## config.mk

```make
export PLATFORM = sky130hd
export DESIGN_NAME = uart_modem_pin_and_config_control
export DESIGN_NICKNAME = d
export VERILOG_FILES = /design/src/common/uart_b_pkg.sv /design/src/hdl/baud_prescaler.sv /design/src/hdl/tx_shifter.sv /design/src/hdl/uart_modem_pin_and_config_control.sv
export VERILOG_INCLUDE_DIRS = /design/src /design/src/common
export SDC_FILE = /design/constraint.sdc
export NUM_CORES = 1
export LEC_CHECK = 0
export BUFFER_PORTS_ARGS = -buffer_cell sky130_fd_sc_hd__buf_4
export CORE_UTILIZATION = 61
export CTS_BUF_LIST = sky130_fd_sc_hd__clkbuf_4
export DETAILED_ROUTE_END_ITERATION = 8
export GPL_TIMING_DRIVEN = 0
export HOLD_SLACK_MARGIN = 0.15
export PLACE_DENSITY = 0.87
export SKIP_LAST_GASP = 1
export SLEW_MARGIN = 20
export SYNTH_ARGS = -nofsm -noshare
export SYNTH_HDL_FRONTEND = slang
export SYNTH_SLANG_ARGS = --single-unit
```

## constraint.sdc

```tcl
create_clock -name aclk -period 4.3 [get_ports aclk]
set_input_delay 0.86 -clock aclk [delete_from_list [all_inputs] [get_ports aclk]]
set_output_delay 0.86 -clock aclk [all_outputs]
set_load 0.005 [all_outputs]
```

## src/common/uart_b_params.svh

```systemverilog
// offsets, field positions, reset values and timing counts of channel b
// assumes a 32-bit AXI4-Lite slave with one aligned word per register
`ifndef UART_B_PARAMS_SVH
`define UART_B_PARAMS_SVH

// register byte offsets
`define OFS_MODEM_CTRL 8'h00
`define OFS_FEATURE_CTRL 8'h04
`define OFS_ENH_FEATURE 8'h08
`define OFS_EXT_MODE 8'h0c
`define OFS_INT_ENABLE 8'h10
`define OFS_INT_STATUS 8'h14
`define OFS_INT_CLEAR 8'h18
`define OFS_PIN_STATUS 8'h1c
`define OFS_TX_DATA 8'h20

// field positions
`define MCR_DTR 0
`define MCR_RTS 1
`define MCR_OP2 3
`define MCR_IR 6
`define MCR_PRESC 7
`define FEATURE_CONTROL_REG_IR_INV 2
`define FEATURE_CONTROL_REG_AUTO_DIR 3
`define EFR_AUTO_RTS 6
`define EFR_AUTO_CTS 7
`define EXTENDED_MODE_SELECT_REG_DIR_POL 3
`define INT_TX_DONE 0
`define INT_DSR 4
`define INT_RI 5
`define INT_CD 6
`define INT_CTS 7

// reset values
`define RST_REG8 8'h00

// bus answers
`define RESP_OKAY 2'b00
`define RESP_SLVERR 2'b10

// timing counts
`define PRESCALE_LAST 2'd3
`define SAMPLE_LAST 4'd15
`define IR_PULSE_SAMPLES 4'd3
`define FRAME_BITS 4'd10

`endif

```

## src/common/uart_b_pkg.sv

```systemverilog
// state types shared by the channel b control block and its helpers
// assumes the constants of uart_b_params.svh
`default_nettype none

package uart_b_pkg;

    typedef struct packed {
        logic [1:0] pre;
        logic [15:0] cnt;
        logic tick;
    } presc_state_t;

    typedef struct packed {
        logic [9:0] shift;
        logic [3:0] nbits;
        logic [3:0] sub;
        logic busy;
        logic done;
    } tx_state_t;

    typedef struct packed {
        logic awready;
        logic wready;
        logic aw_got;
        logic [7:0] aw_addr;
        logic w_got;
        logic [7:0] w_data;
        logic w_strb0;
        logic bvalid;
        logic [1:0] bresp;
        logic arready;
        logic rvalid;
        logic [31:0] rdata;
        logic [1:0] rresp;
        logic [7:0] modem_control_reg;
        logic [7:0] feature_control_reg;
        logic [7:0] enhanced_feature_reg;
        logic [7:0] extended_mode_select_reg;
        logic [7:0] interrupt_enable_reg;
        logic [7:0] ists;
        logic sw_presc;
        logic pin_cap_done;
        logic pin_div4;
        logic [7:0] hold_data;
        logic hold_valid;
        logic [3:0] pin_q;
        logic rx_level;
        logic serial_out;
        logic rts_n;
        logic dtr_n;
        logic op2_n;
        logic irq;
        logic irq_oe_n;
    } top_state_t;

endpackage

`default_nettype wire

```

## src/hdl/baud_prescaler.sv

```systemverilog
// sample-rate enable: clock divided by 1 or 4, then by a divisor
// assumes div4 and divisor are steady while a character is sent
`default_nettype none
`include "uart_b_params.svh"

module baud_prescaler (
    input wire logic aclk,
    input wire logic aresetn,
    input wire logic div4,
    input wire logic [15:0] divisor,
    output logic tick
);
    import uart_b_pkg::*;

    presc_state_t s;
    presc_state_t next_s;

    always_comb begin
        next_s = s;
        next_s.tick = 1'b0;
        if (div4 && s.pre != `PRESCALE_LAST) begin
            next_s.pre = s.pre + 2'd1;
        end else begin
            next_s.pre = 2'd0;
            if (s.cnt >= divisor - 16'd1) begin
                next_s.cnt = 16'd0;
                next_s.tick = 1'b1;
            end else begin
                next_s.cnt = s.cnt + 16'd1;
            end
        end
    end

    always_ff @(posedge aclk) begin
        if (!aresetn) begin
            s <= '0;
        end else begin
            s <= next_s;
        end
    end

    assign tick = s.tick;

endmodule

`default_nettype wire

```

## src/hdl/tx_shifter.sv

```systemverilog
// one start bit, eight data bits lsb first, one stop bit
// assumes tick is a one-cycle enable at sixteen samples per bit
`default_nettype none
`include "uart_b_params.svh"

module tx_shifter (
    input wire logic aclk,
    input wire logic aresetn,
    input wire logic tick,
    input wire logic start,
    input wire logic [7:0] data,
    output logic busy,
    output logic done,
    output logic line,
    output logic first_part
);
    import uart_b_pkg::*;

    tx_state_t s;
    tx_state_t next_s;

    always_comb begin
        next_s = s;
        next_s.done = 1'b0;
        if (!s.busy) begin
            if (start) begin
                next_s.busy = 1'b1;
                next_s.shift = {1'b1, data, 1'b0};
                next_s.nbits = `FRAME_BITS;
                next_s.sub = 4'd0;
            end
        end else if (tick) begin
            if (s.sub == `SAMPLE_LAST) begin
                next_s.sub = 4'd0;
                next_s.shift = {1'b1, s.shift[9:1]};
                next_s.nbits = s.nbits - 4'd1;
                if (s.nbits == 4'd1) begin
                    next_s.busy = 1'b0;
                    next_s.done = 1'b1;
                end
            end else begin
                next_s.sub = s.sub + 4'd1;
            end
        end
    end

    always_ff @(posedge aclk) begin
        if (!aresetn) begin
            s <= '{shift: 10'h3ff, default: '0};
        end else begin
            s <= next_s;
        end
    end

    assign busy = s.busy;
    assign done = s.done;
    assign line = s.shift[0];
    // infrared pulse occupies the first samples of a zero bit
    assign first_part = s.sub < `IR_PULSE_SAMPLES;

endmodule

`default_nettype wire

```

## src/hdl/uart_modem_pin_and_config_control.sv

```systemverilog
// channel b serial, modem and configuration pins behind AXI4-Lite
// assumes pins synchronous to aclk; one write and one read in flight
// Functional notes
// - standard mode: transmit idles and resets high
// - infrared mode: encoded path, transmit idles low
// - software bit inverts infrared receive input
// - automatic half-duplex direction on send request
// - direction to receive after stop, back on load
// - clear-to-send gates transmit, optional interrupt
// - set-ready, carrier, ring: status only, optional interrupt
// - output port bit one: pin low, irq driven
// - output port bit zero: pin high, irq released
// - bus-select pin only read back, in pin status bit seven
// - prescaler pin sampled only at reset
// - prescaler pin high divides 1, low 4
// - software prescaler bit overrides latched pin
// - sleep input makes host bus ignored
//
// The AXI4-Lite interface to the registers and the register addresses were chosen for this implementation.
`default_nettype none
`include "uart_b_params.svh"

module uart_modem_pin_and_config_control #(
    parameter logic [15:0] BAUD_DIV = 16'd1
) (
    input wire logic aclk,
    input wire logic aresetn,
    input wire logic [7:0] awaddr,
    input wire logic awvalid,
    output logic awready,
    input wire logic [31:0] wdata,
    input wire logic [3:0] wstrb,
    input wire logic wvalid,
    output logic wready,
    output logic [1:0] bresp,
    output logic bvalid,
    input wire logic bready,
    input wire logic [7:0] araddr,
    input wire logic arvalid,
    output logic arready,
    output logic [31:0] rdata,
    output logic [1:0] rresp,
    output logic rvalid,
    input wire logic rready,
    output logic chan_b_serial_out,
    input wire logic chan_b_serial_in,
    output logic chan_b_request_send_n,
    input wire logic chan_b_clear_send_n,
    output logic chan_b_terminal_ready_n,
    input wire logic chan_b_set_ready_n,
    input wire logic chan_b_carrier_detect_n,
    input wire logic chan_b_ring_indicator_n,
    output logic chan_b_output_port_n,
    output logic chan_b_irq_out,
    output logic chan_b_irq_oe_n,
    input wire logic bus_isolate_sleep,
    input wire logic host_bus_strobe_sel,
    input wire logic baud_prescale_sel
);
    import uart_b_pkg::*;

    top_state_t s;
    top_state_t next_s;
    logic tick;
    logic div4;
    logic tx_start;
    logic tx_busy;
    logic tx_done;
    logic tx_line;
    logic tx_first;
    logic tx_active;
    logic [3:0] pins;
    logic [7:0] pin_stat;
    logic [7:0] events;

    // ------------------------------------------------------------
    // baud path
    // ------------------------------------------------------------
    // software override
    assign div4 = s.sw_presc ? s.modem_control_reg[`MCR_PRESC] : s.pin_div4;

    baud_prescaler u_presc (
        .aclk(aclk),
        .aresetn(aresetn),
        .div4(div4),
        .divisor(BAUD_DIV),
        .tick(tick)
    );

    assign tx_start = s.hold_valid && !tx_busy &&
        !(s.enhanced_feature_reg[`EFR_AUTO_CTS] && chan_b_clear_send_n);

    tx_shifter u_tx (
        .aclk(aclk),
        .aresetn(aresetn),
        .tick(tick),
        .start(tx_start),
        .data(s.hold_data),
        .busy(tx_busy),
        .done(tx_done),
        .line(tx_line),
        .first_part(tx_first)
    );

    // transmit state while a byte is loaded
    assign tx_active = s.hold_valid || tx_busy || tx_start;

    // ------------------------------------------------------------
    // status words
    // ------------------------------------------------------------
    // modem inputs watched, clear-to-send also gates transmit
    assign pins = {chan_b_ring_indicator_n, chan_b_carrier_detect_n,
        chan_b_set_ready_n, chan_b_clear_send_n};
    assign pin_stat = {host_bus_strobe_sel, div4, tx_active, s.rx_level,
        s.pin_q};
    assign events = {pins[0] != s.pin_q[0], pins[2] != s.pin_q[2],
        pins[3] != s.pin_q[3], pins[1] != s.pin_q[1], 3'b000, tx_done};

    // ------------------------------------------------------------
    // next state
    // ------------------------------------------------------------
    always_comb begin
        next_s = s;
        next_s.pin_q = pins;
        if (!s.pin_cap_done) begin
            next_s.pin_cap_done = 1'b1;
            // low pin means divide by four
            next_s.pin_div4 = !baud_prescale_sel;
        end
        if (tx_start) begin
            next_s.hold_valid = 1'b0;
        end

        if (awvalid && s.awready) begin
            next_s.aw_got = 1'b1;
            next_s.aw_addr = awaddr;
        end
        if (wvalid && s.wready) begin
            next_s.w_got = 1'b1;
            next_s.w_data = wdata[7:0];
            next_s.w_strb0 = wstrb[0];
        end
        if (s.bvalid && bready) begin
            next_s.bvalid = 1'b0;
        end
        if (next_s.aw_got && next_s.w_got && !next_s.bvalid) begin
            next_s.aw_got = 1'b0;
            next_s.w_got = 1'b0;
            next_s.bvalid = 1'b1;
            next_s.bresp = `RESP_OKAY;
            if (!bus_isolate_sleep && next_s.w_strb0) begin
                case (next_s.aw_addr)
                    `OFS_MODEM_CTRL: begin
                        next_s.modem_control_reg = next_s.w_data;
                        next_s.sw_presc = 1'b1;
                    end
                    `OFS_FEATURE_CTRL: next_s.feature_control_reg = next_s.w_data;
                    `OFS_ENH_FEATURE: next_s.enhanced_feature_reg = next_s.w_data;
                    `OFS_EXT_MODE: next_s.extended_mode_select_reg = next_s.w_data;
                    `OFS_INT_ENABLE: next_s.interrupt_enable_reg = next_s.w_data;
                    `OFS_INT_CLEAR: next_s.ists = s.ists & ~next_s.w_data;
                    `OFS_TX_DATA: begin
                        // a byte written while one waits is dropped
                        if (!s.hold_valid) begin
                            next_s.hold_data = next_s.w_data;
                            next_s.hold_valid = 1'b1;
                        end
                    end
                    `OFS_INT_STATUS, `OFS_PIN_STATUS: begin
                    end
                    default: next_s.bresp = `RESP_SLVERR;
                endcase
            end else if (next_s.aw_addr > `OFS_TX_DATA ||
                next_s.aw_addr[1:0] != 2'b00) begin
                next_s.bresp = `RESP_SLVERR;
            end
        end
        // set wins over a clear in the same cycle
        next_s.ists = next_s.ists | events;
        next_s.awready = !next_s.aw_got && !next_s.bvalid;
        next_s.wready = !next_s.w_got && !next_s.bvalid;

        if (s.rvalid && rready) begin
            next_s.rvalid = 1'b0;
        end
        if (arvalid && s.arready) begin
            next_s.rvalid = 1'b1;
            next_s.rresp = `RESP_OKAY;
            next_s.rdata = 32'h0000_0000;
            case (araddr)
                `OFS_MODEM_CTRL: next_s.rdata[7:0] = s.modem_control_reg;
                `OFS_FEATURE_CTRL: next_s.rdata[7:0] = s.feature_control_reg;
                `OFS_ENH_FEATURE: next_s.rdata[7:0] = s.enhanced_feature_reg;
                `OFS_EXT_MODE: next_s.rdata[7:0] = s.extended_mode_select_reg;
                `OFS_INT_ENABLE: next_s.rdata[7:0] = s.interrupt_enable_reg;
                `OFS_INT_STATUS: next_s.rdata[7:0] = s.ists;
                `OFS_PIN_STATUS: next_s.rdata[7:0] = pin_stat;
                `OFS_INT_CLEAR, `OFS_TX_DATA: begin
                end
                default: next_s.rresp = `RESP_SLVERR;
            endcase
            if (bus_isolate_sleep) begin
                next_s.rdata = 32'h0000_0000;
            end
        end
        next_s.arready = !next_s.rvalid;

        if (s.modem_control_reg[`MCR_IR]) begin
            next_s.rx_level = !(chan_b_serial_in ^ s.feature_control_reg[`FEATURE_CONTROL_REG_IR_INV]);
        end else begin
            next_s.rx_level = chan_b_serial_in;
        end

        if (s.modem_control_reg[`MCR_IR]) begin
            // pulse per zero bit, idles low
            next_s.serial_out = tx_busy && !tx_line && tx_first;
        end else begin
            next_s.serial_out = !tx_busy || tx_line;
        end

        if (s.feature_control_reg[`FEATURE_CONTROL_REG_AUTO_DIR]) begin
            next_s.rts_n = !tx_active ^ s.extended_mode_select_reg[`EXTENDED_MODE_SELECT_REG_DIR_POL];
        end else begin
            // plain request bit drives the pin
            next_s.rts_n = !s.modem_control_reg[`MCR_RTS];
        end
        next_s.dtr_n = !s.modem_control_reg[`MCR_DTR];
        next_s.op2_n = !s.modem_control_reg[`MCR_OP2];
        next_s.irq_oe_n = !s.modem_control_reg[`MCR_OP2];
        next_s.irq = |(s.ists & s.interrupt_enable_reg);
    end

    always_ff @(posedge aclk) begin
        if (!aresetn) begin
            s <= '{awready: 1'b1, wready: 1'b1, arready: 1'b1,
                pin_q: 4'hf, serial_out: 1'b1, rts_n: 1'b1, dtr_n: 1'b1,
                op2_n: 1'b1, irq_oe_n: 1'b1, rx_level: 1'b1,
                default: '0};
        end else begin
            s <= next_s;
        end
    end

    assign awready = s.awready;
    assign wready = s.wready;
    assign bvalid = s.bvalid;
    assign bresp = s.bresp;
    assign arready = s.arready;
    assign rvalid = s.rvalid;
    assign rdata = s.rdata;
    assign rresp = s.rresp;
    assign chan_b_serial_out = s.serial_out;
    assign chan_b_request_send_n = s.rts_n;
    assign chan_b_terminal_ready_n = s.dtr_n;
    assign chan_b_output_port_n = s.op2_n;
    assign chan_b_irq_out = s.irq;
    assign chan_b_irq_oe_n = s.irq_oe_n;
endmodule

`default_nettype wire

```

==> out/results.txt, run 1 <==
Hold Buf Count CTS -> 0
Max capacitance violation total -> 0
TritonCTS clock tree -> done
Post-CTS sizing -> 0
Avg WL per Cell -> 17.3 µm
Fin crit share -> 0.564
CP Max Fanout -> 10
Power density over the cells -> 348 mW/mm²
Fillers -> 646
Initial antenna violation count -> 0
Mapped cell area -> 0.00559 mm²
Total power -> 2.27 mW
Min-delay worst type -> reg -> reg
Synth area leaders -> dfxtp_1 (45%), mux2i_1 (11%), nand2_1 (7.0%), buf_4 (5.0%), mux4_2 (3.2%)
Final slew viol count -> 0
Total negative slack -> 0 ns
Final Hold Fails -> 0
Outcome -> finished with violations
Post-synth top area share -> 0.455
CP peak stage delay -> 0.56 ns
Pre-CTS WS -> 1.40 ns
Crit-path slowest cell -> mux2i_1
WP data required -> 4.77 ns
Register-to-Register Path Depth -> 5
Global-route wire length before repair -> 23000 µm
Starting DRT DRC Count -> 446
Die Height -> 97.7 µm
Final core occ -> 0.742
Clock sinks -> 127
Post-DRT Antenna Nets -> 0
Rel. slew slack -> 0.477
Die X -> 97.7 µm
Layout cells sized above 1 -> 0.219
Post-place instance area -> 0.00626 mm²
Static Leak -> 2.90 nW
First-pass detailed-route iteration total -> 8
Num rows -> 34
Final #Nets -> 776
DP HPWL -> 10500 µm
Worst hold stages -> 1
Gate Count Post-Synth -> 602
Setup Skew -> 0.0179 ns
CTS max path bufs -> 2
Initial Util -> 0.635
Via density -> 5.87
Area leader, netlist -> dfxtp_1
Sequential area share after synthesis -> 0.455
Most frequent cell after synthesis -> dfxtp_1
Final critical-path required period -> 2.42 ns
Port bufs -> 59
Clock root cell -> clkbuf_4
Setup crit end kind -> flop
Yosys Warn Count -> 0
Routed WL -> 14300 µm
Total CTS buffers -> 17
Fin cells -> 826
Setup Crit Path Kind -> reg -> reg
Slew @ Worst Pin -> 0.777 ns
VDD IR-drop max -> 0.241 mV
Via count -> 4849
Post CTS Setup Buffer Count -> 0
Clk slew on worst S/H paths -> 0.12 ns
Primary FF master, synth -> dfxtp_1
DIE AREA -> 0.00955 mm²
Ports -> 114
Residual DRC count -> 20
Tot GR Track Use -> 0.310
Layout Cell Area excl Fill -> 0.00654 mm²
Post-synth top cells -> dfxtp_1 (127), nand2_1 (104), mux2i_1 (63), nor2_1 (38), buf_4 (37)
GR Overflow Total -> 0
Failing checks -> design-rule violations
DP Cell Count -> 794
Synth-to-layout area growth -> 16.9%
Cell variety after synth -> 50
Syn_area_per_cell -> 9.29 µm²
Worst Slack Setup Final -> 1.88 ns
RSZ-0062 raised after global routing -> no
Vias in the first global route -> 4779
Clk_lat worst skew -> 0.55 ns
H-tree levels -> 4
CP Cell Sequence -> nand2_1, mux2i_1, nand2_1, nor2_1, mux2i_1
GP Congestion -> 0.922
# setup viols final -> 0
#FFs+latches synth -> 127
Ant diodes -> 0
Core Region -> 0.00881 mm²
Async S/R FF share, synth -> 0
Post-synth EDFFs -> 0
Crit start category -> flop
WP data arrival -> 2.90 ns
Hold slack -> 0.421 ns
Max Fclk -> 412 MHz
Largest net degree at the start of global routing -> 17
## where the power goes
| group | total [mW] | internal [mW] | switching [mW] |
|---|---|---|---|
| Combinational | 0.242 | 0.103 | 0.140 |
| Sequential | 1.22 | 1.20 | 0.0177 |
| Clock | 0.807 | 0.341 | 0.466 |
## layout by cell type, fill, tap and decap left out, types with 5 or more instances in the layout
cell type | Yosys | layout
o211ai_1 | 11 | 11
xor2_1 | 5 | 5
nand3_1 | 14 | 14
nand2_1 | 104 | 104
mux2_2 | 7 | 7
nor4_1 | 5 | 5
conb_1 | 1 | 26
or3_1 | 5 | 5
buf_4 | 37 | 96
dfxtp_1 | 127 | 127
nand2b_1 | 11 | 11
nor2_1 | 38 | 38
o22ai_1 | 8 | 8
mux4_2 | 8 | 8
clkbuf_1 | 21 | 21
o21ai_0 | 21 | 21
nor3_1 | 5 | 5
a21oi_1 | 22 | 22
and2_1 | 6 | 6
inv_1 | 15 | 15
clkinv_2 | 0 | 7
mux2i_1 | 63 | 63
a22oi_1 | 5 | 5
and3_1 | 7 | 7
clkbuf_4 | 0 | 17
## critical path: cells and delay by family (launching register included)
kind	cells	cell delay, ns
DFF	1	0.47
and+or+nand+nor	3	1.04
muxes	2	0.83
## flip-flops by register name, summed over array words and instances (netlist names)
signal and cells:
chan_b_irq_out 1, u_tx.done 1, bvalid 1, u_tx.line 1
awready 1, s 79, chan_b_request_send_n 1, rvalid 1
chan_b_irq_oe_n 1, rresp 1, arready 1, u_tx.busy 1
u_presc.s 2, bresp 1, chan_b_serial_out 1, pin_stat 5
rdata 8, u_presc.tick 1, wready 1, u_tx.s 17
chan_b_terminal_ready_n 1
## cell families after synthesis
group	share of synthesized area
other cells	0.000671
xor+xnor	0.0110
fa+ha+maj	0.00895
compound gates	0.101
mux	0.159
buf+inv	0.0776
simple gates	0.187
flops	0.455
## metal layers
layer	GRT usage	share of wire	up-vias
met3	0.0816	0.083	53
met2	0.524	0.49	260
met1	0.364	0.40	2294
met5	0	0	-
li1	-	-	2242
met4	0.157	0.036	0
## final cells by class
class / instances / area (µm²) / share of cell area
flip-flops and latches: 127 / 2540 / 0.389
repair buffers: 59 / 443 / 0.0678
plain buffers: 63 / 378 / 0.0578
inverters: 15 / 56.3 / 0.00861
multi-input cells: 422 / 2710 / 0.414
clock inverters: 15 / 146 / 0.0224
well taps: 108 / 135 / 0.0207
clock buffers: 17 / 128 / 0.0195
## worst paths after layout
check           from         endpoint  slack, ns
min reg2reg    s[66]  chan_b_irq_oe_n       0.42
max reg2reg  awready            s[51]       1.88
min            s[66]  chan_b_irq_oe_n       0.42
max          awready            s[51]       1.88
Note: power is estimated with default switching activity, not from simulation.
==> inputs of run 2 (changes only) <==
Settings changed: ABC_AREA set to 1, CORE_UTILIZATION 61 to 52, PLACE_DENSITY 0.87 to 0.78.
Clock period 4.3 ns to 2.1 ns, I/O delays scaled along.
==> out/results.txt, run 2 <==
Outcome -> finished with violations
Failing checks -> design-rule violations
Min-delay worst type -> in -> reg
Rel. slew slack -> 0.536 (+0.0589)
Synth-to-layout area growth -> 18.9%
Async S/R FF share, synth -> 0 (unchanged)
Clock root cell -> clkbuf_4
GR Overflow Total -> 0 (unchanged)
Via count -> 5760 (+19%)
Final #Nets -> 1060 (+37%)
# setup viols final -> 0 (unchanged)
RSZ-0062 raised after global routing -> yes
Hold slack -> 0.180 ns (-0.241 ns)
Setup crit end kind -> flop
Max capacitance violation total -> 0 (unchanged)
Slew @ Worst Pin -> 0.696 ns (-0.0811 ns)
Layout cells sized above 1 -> 0.175 (-0.0440)
Crit start category -> flop
Clk slew on worst S/H paths -> 0.12 ns (about the same)
Global-route wire length before repair -> 24100 µm (+4.8%)
Gate Count Post-Synth -> 874 (+45%)
Synth area leaders -> dfxtp_1 (42%), nand2_1 (14%), nor2_1 (7.3%), inv_1 (6.3%), nand3_1 (5.5%)
Ports -> 114 (unchanged)
Die Height -> 110 µm (+13%)
DIE AREA -> 0.0121 mm² (+27%)
Final Hold Fails -> 0 (unchanged)
GP Congestion -> 0.908 (-1.5%)
Tot GR Track Use -> 0.266 (-0.0438)
Primary FF master, synth -> dfxtp_1
Commonest non-fill, non-tap cells in the layout -> nand2_1 (219), dfxtp_1 (126), nor2_1 (116), inv_1 (102), buf_4 (102)
WP data arrival -> 2.37 ns (-0.53 ns)
Routed WL -> 15400 µm (+8.3%)
VDD IR-drop max -> 0.512 mV (+110%)
Mapped cell area -> 0.00609 mm² (+8.9%)
Fillers -> 1070 (+66%)
Power density over the cells -> 721 mW/mm² (+110%)
Worst Slack Setup Final -> 0.167 ns (-1.71 ns)
DP HPWL -> 10900 µm (+4.3%)
H-tree levels -> 4 (unchanged)
Final slew viol count -> 0 (unchanged)
Static Leak -> 3.41 nW (+17%)
Post-synth top cells -> nand2_1 (221), dfxtp_1 (127), nor2_1 (118), inv_1 (102), nand3_1 (67)
Clock sinks -> 127 (unchanged)
Post-DRT Antenna Nets -> 0 (unchanged)
Initial Util -> 0.533 (-0.102)
Residual DRC count -> 2 (-90%)
#FFs+latches synth -> 127 (unchanged)
Setup Skew -> 0.0257 ns (+0.00774 ns)
Commonest non-fill, non-tap cell in the layout -> nand2_1
CTS max path bufs -> 2 (unchanged)
Most frequent cell after synthesis -> nand2_1
Post-synth EDFFs -> 0 (unchanged)
Final critical-path required period -> 1.93 ns (-0.492 ns)
CP Max Fanout -> 16 (+6)
Sequential area share after synthesis -> 0.418 (-0.0372)
Fin cells -> 1145 (+39%)
Area leader, netlist -> dfxtp_1
Vias in the first global route -> 4908 (+2.7%)
Ant diodes -> 0 (unchanged)
Avg WL per Cell -> 13.5 µm (-22%)
Initial antenna violation count -> 0 (unchanged)
Max Fclk -> 517 MHz (+25%)
Biggest register -> s
Total CTS buffers -> 17 (unchanged)
Largest net degree at the start of global routing -> 17 (unchanged)
Clk_lat worst skew -> 0.56 ns (about the same)
Post-synth top area share -> 0.418 (-0.0372)
Setup Crit Path Kind -> reg -> reg
Max reg flops -> 79 (unchanged)
Yosys Warn Count -> 0 (unchanged)
Port bufs -> 60 (+1.7%)
Syn_area_per_cell -> 6.97 µm² (-25%)
Die X -> 110 µm (+13%)
Fin crit share -> 0.920 (+0.357)
Core Region -> 0.0114 mm² (+30%)
WP data required -> 2.54 ns (-2.23 ns)
Cell variety after synth -> 38 (-24%)
Starting DRT DRC Count -> 491 (+10%)
Pre-CTS WS -> -0.156 ns (-1.56 ns)
First-pass detailed-route iteration total -> 7 (-1)
Num rows -> 39 (+15%)
TritonCTS clock tree -> done
DP Cell Count -> 1102 (+39%)
Via density -> 5.03 (-14%)
-- run 2: cell count changes after synthesis, sizes merged, moves of 8 or more --
cell	change
mux4	-8
a21oi	+28
nand2	+123
inv	+88
o211ai	-10
nor2	+86
nand4	+27
o21bai	+11
nand2b	-11
nand3	+59
o22ai	-8
mux2i	-63
-- run 2: what timing repair did --
item,CTS,global route
setup endpoints to repair,11,42
hold endpoints to repair,10,0
resized for setup,4,8
hold buffers,9,0
pin swaps,0,1
setup buffers,0,3
-- run 2: metal layers --
metal	share of wire	GRT usage
met2	0.44	0.407
met1	0.45	0.365
met5	0	0
met3	0.078	0.0635
met4	0.024	0.0977
-- run 2: cell families (layout without fill, tap and decap cells) --
family,count (synthesis),after routing,share of synthesized area
buf+inv,174,277,0.137
compound gates,94,94,0.0881
flops,127,127,0.418
other cells,1,26,0.000616
xor+xnor,5,5,0.00719
simple gates,469,469,0.341
fa+ha+maj,4,4,0.00822
-- run 2: area by class of cell --
type,count,area [µm²],share of cell area
plain buffers,68,443,0.0612
clock buffers,19,143,0.0197
clock inverters,13,139,0.0192
inverters,105,398,0.0550
multi-input cells,598,2830,0.391
flip-flops and latches,127,2540,0.351
well taps,143,179,0.0247
repair buffers,72,563,0.0778
-- run 2: stage by stage --
| stage | cell area, µm² | total power [mW] | TNS, ns | util |
|---|---|---|---|---|
| 6_report | 7240 | 5.22 | 0 | 0.634 |
| 5_1_grt | 7240 | 5.44 | -0.0314 | 0.634 |
| 4_1_cts | 7200 | 5.19 | 0 | 0.630 |
| 3_5_place_dp | 6810 | 3.51 | -2.77 | 0.597 |
| 3_3_place_gp | 6810 | 3.50 | -1.60 | 0.597 |
| 2_1_floorplan | 6180 | 3.20 | 0 | - |
-- run 2: critical path, cell delays in order (launching register included) --
cell     delay, ns
dfxtp_2       0.38
nand2_2       0.10
buf_6         0.15
nand2_1       0.08
nand2_2       0.11
nand2_1       0.12
nor2_4        0.23
nand3_2       0.29
o21ai_0       0.28
nor2_1        0.07
-- run 2: final timing paths --
path	startpoint	end	slack [ns]	depth (start not counted)
worst max-delay path	awready	s[33]	0.17	9
worst max register to register	awready	s[33]	0.17	9
worst min-delay path	baud_prescale_sel	s[20]	0.18	4
worst min register to register	s[66]	chan_b_irq_oe_n	0.42	1
-- run 2: power by group --
| part | switching (mW) | leakage (nW) | internal, mW | total [mW] |
|---|---|---|---|---|
| sequential | 0.0553 | 1.03 | 2.51 | 2.56 |
| combinational | 0.626 | 2.22 | 0.334 | 0.960 |
| clock | 0.963 | 0.153 | 0.735 | 1.70 |
| total | 1.64 | 3.41 | 3.58 | 5.22 |
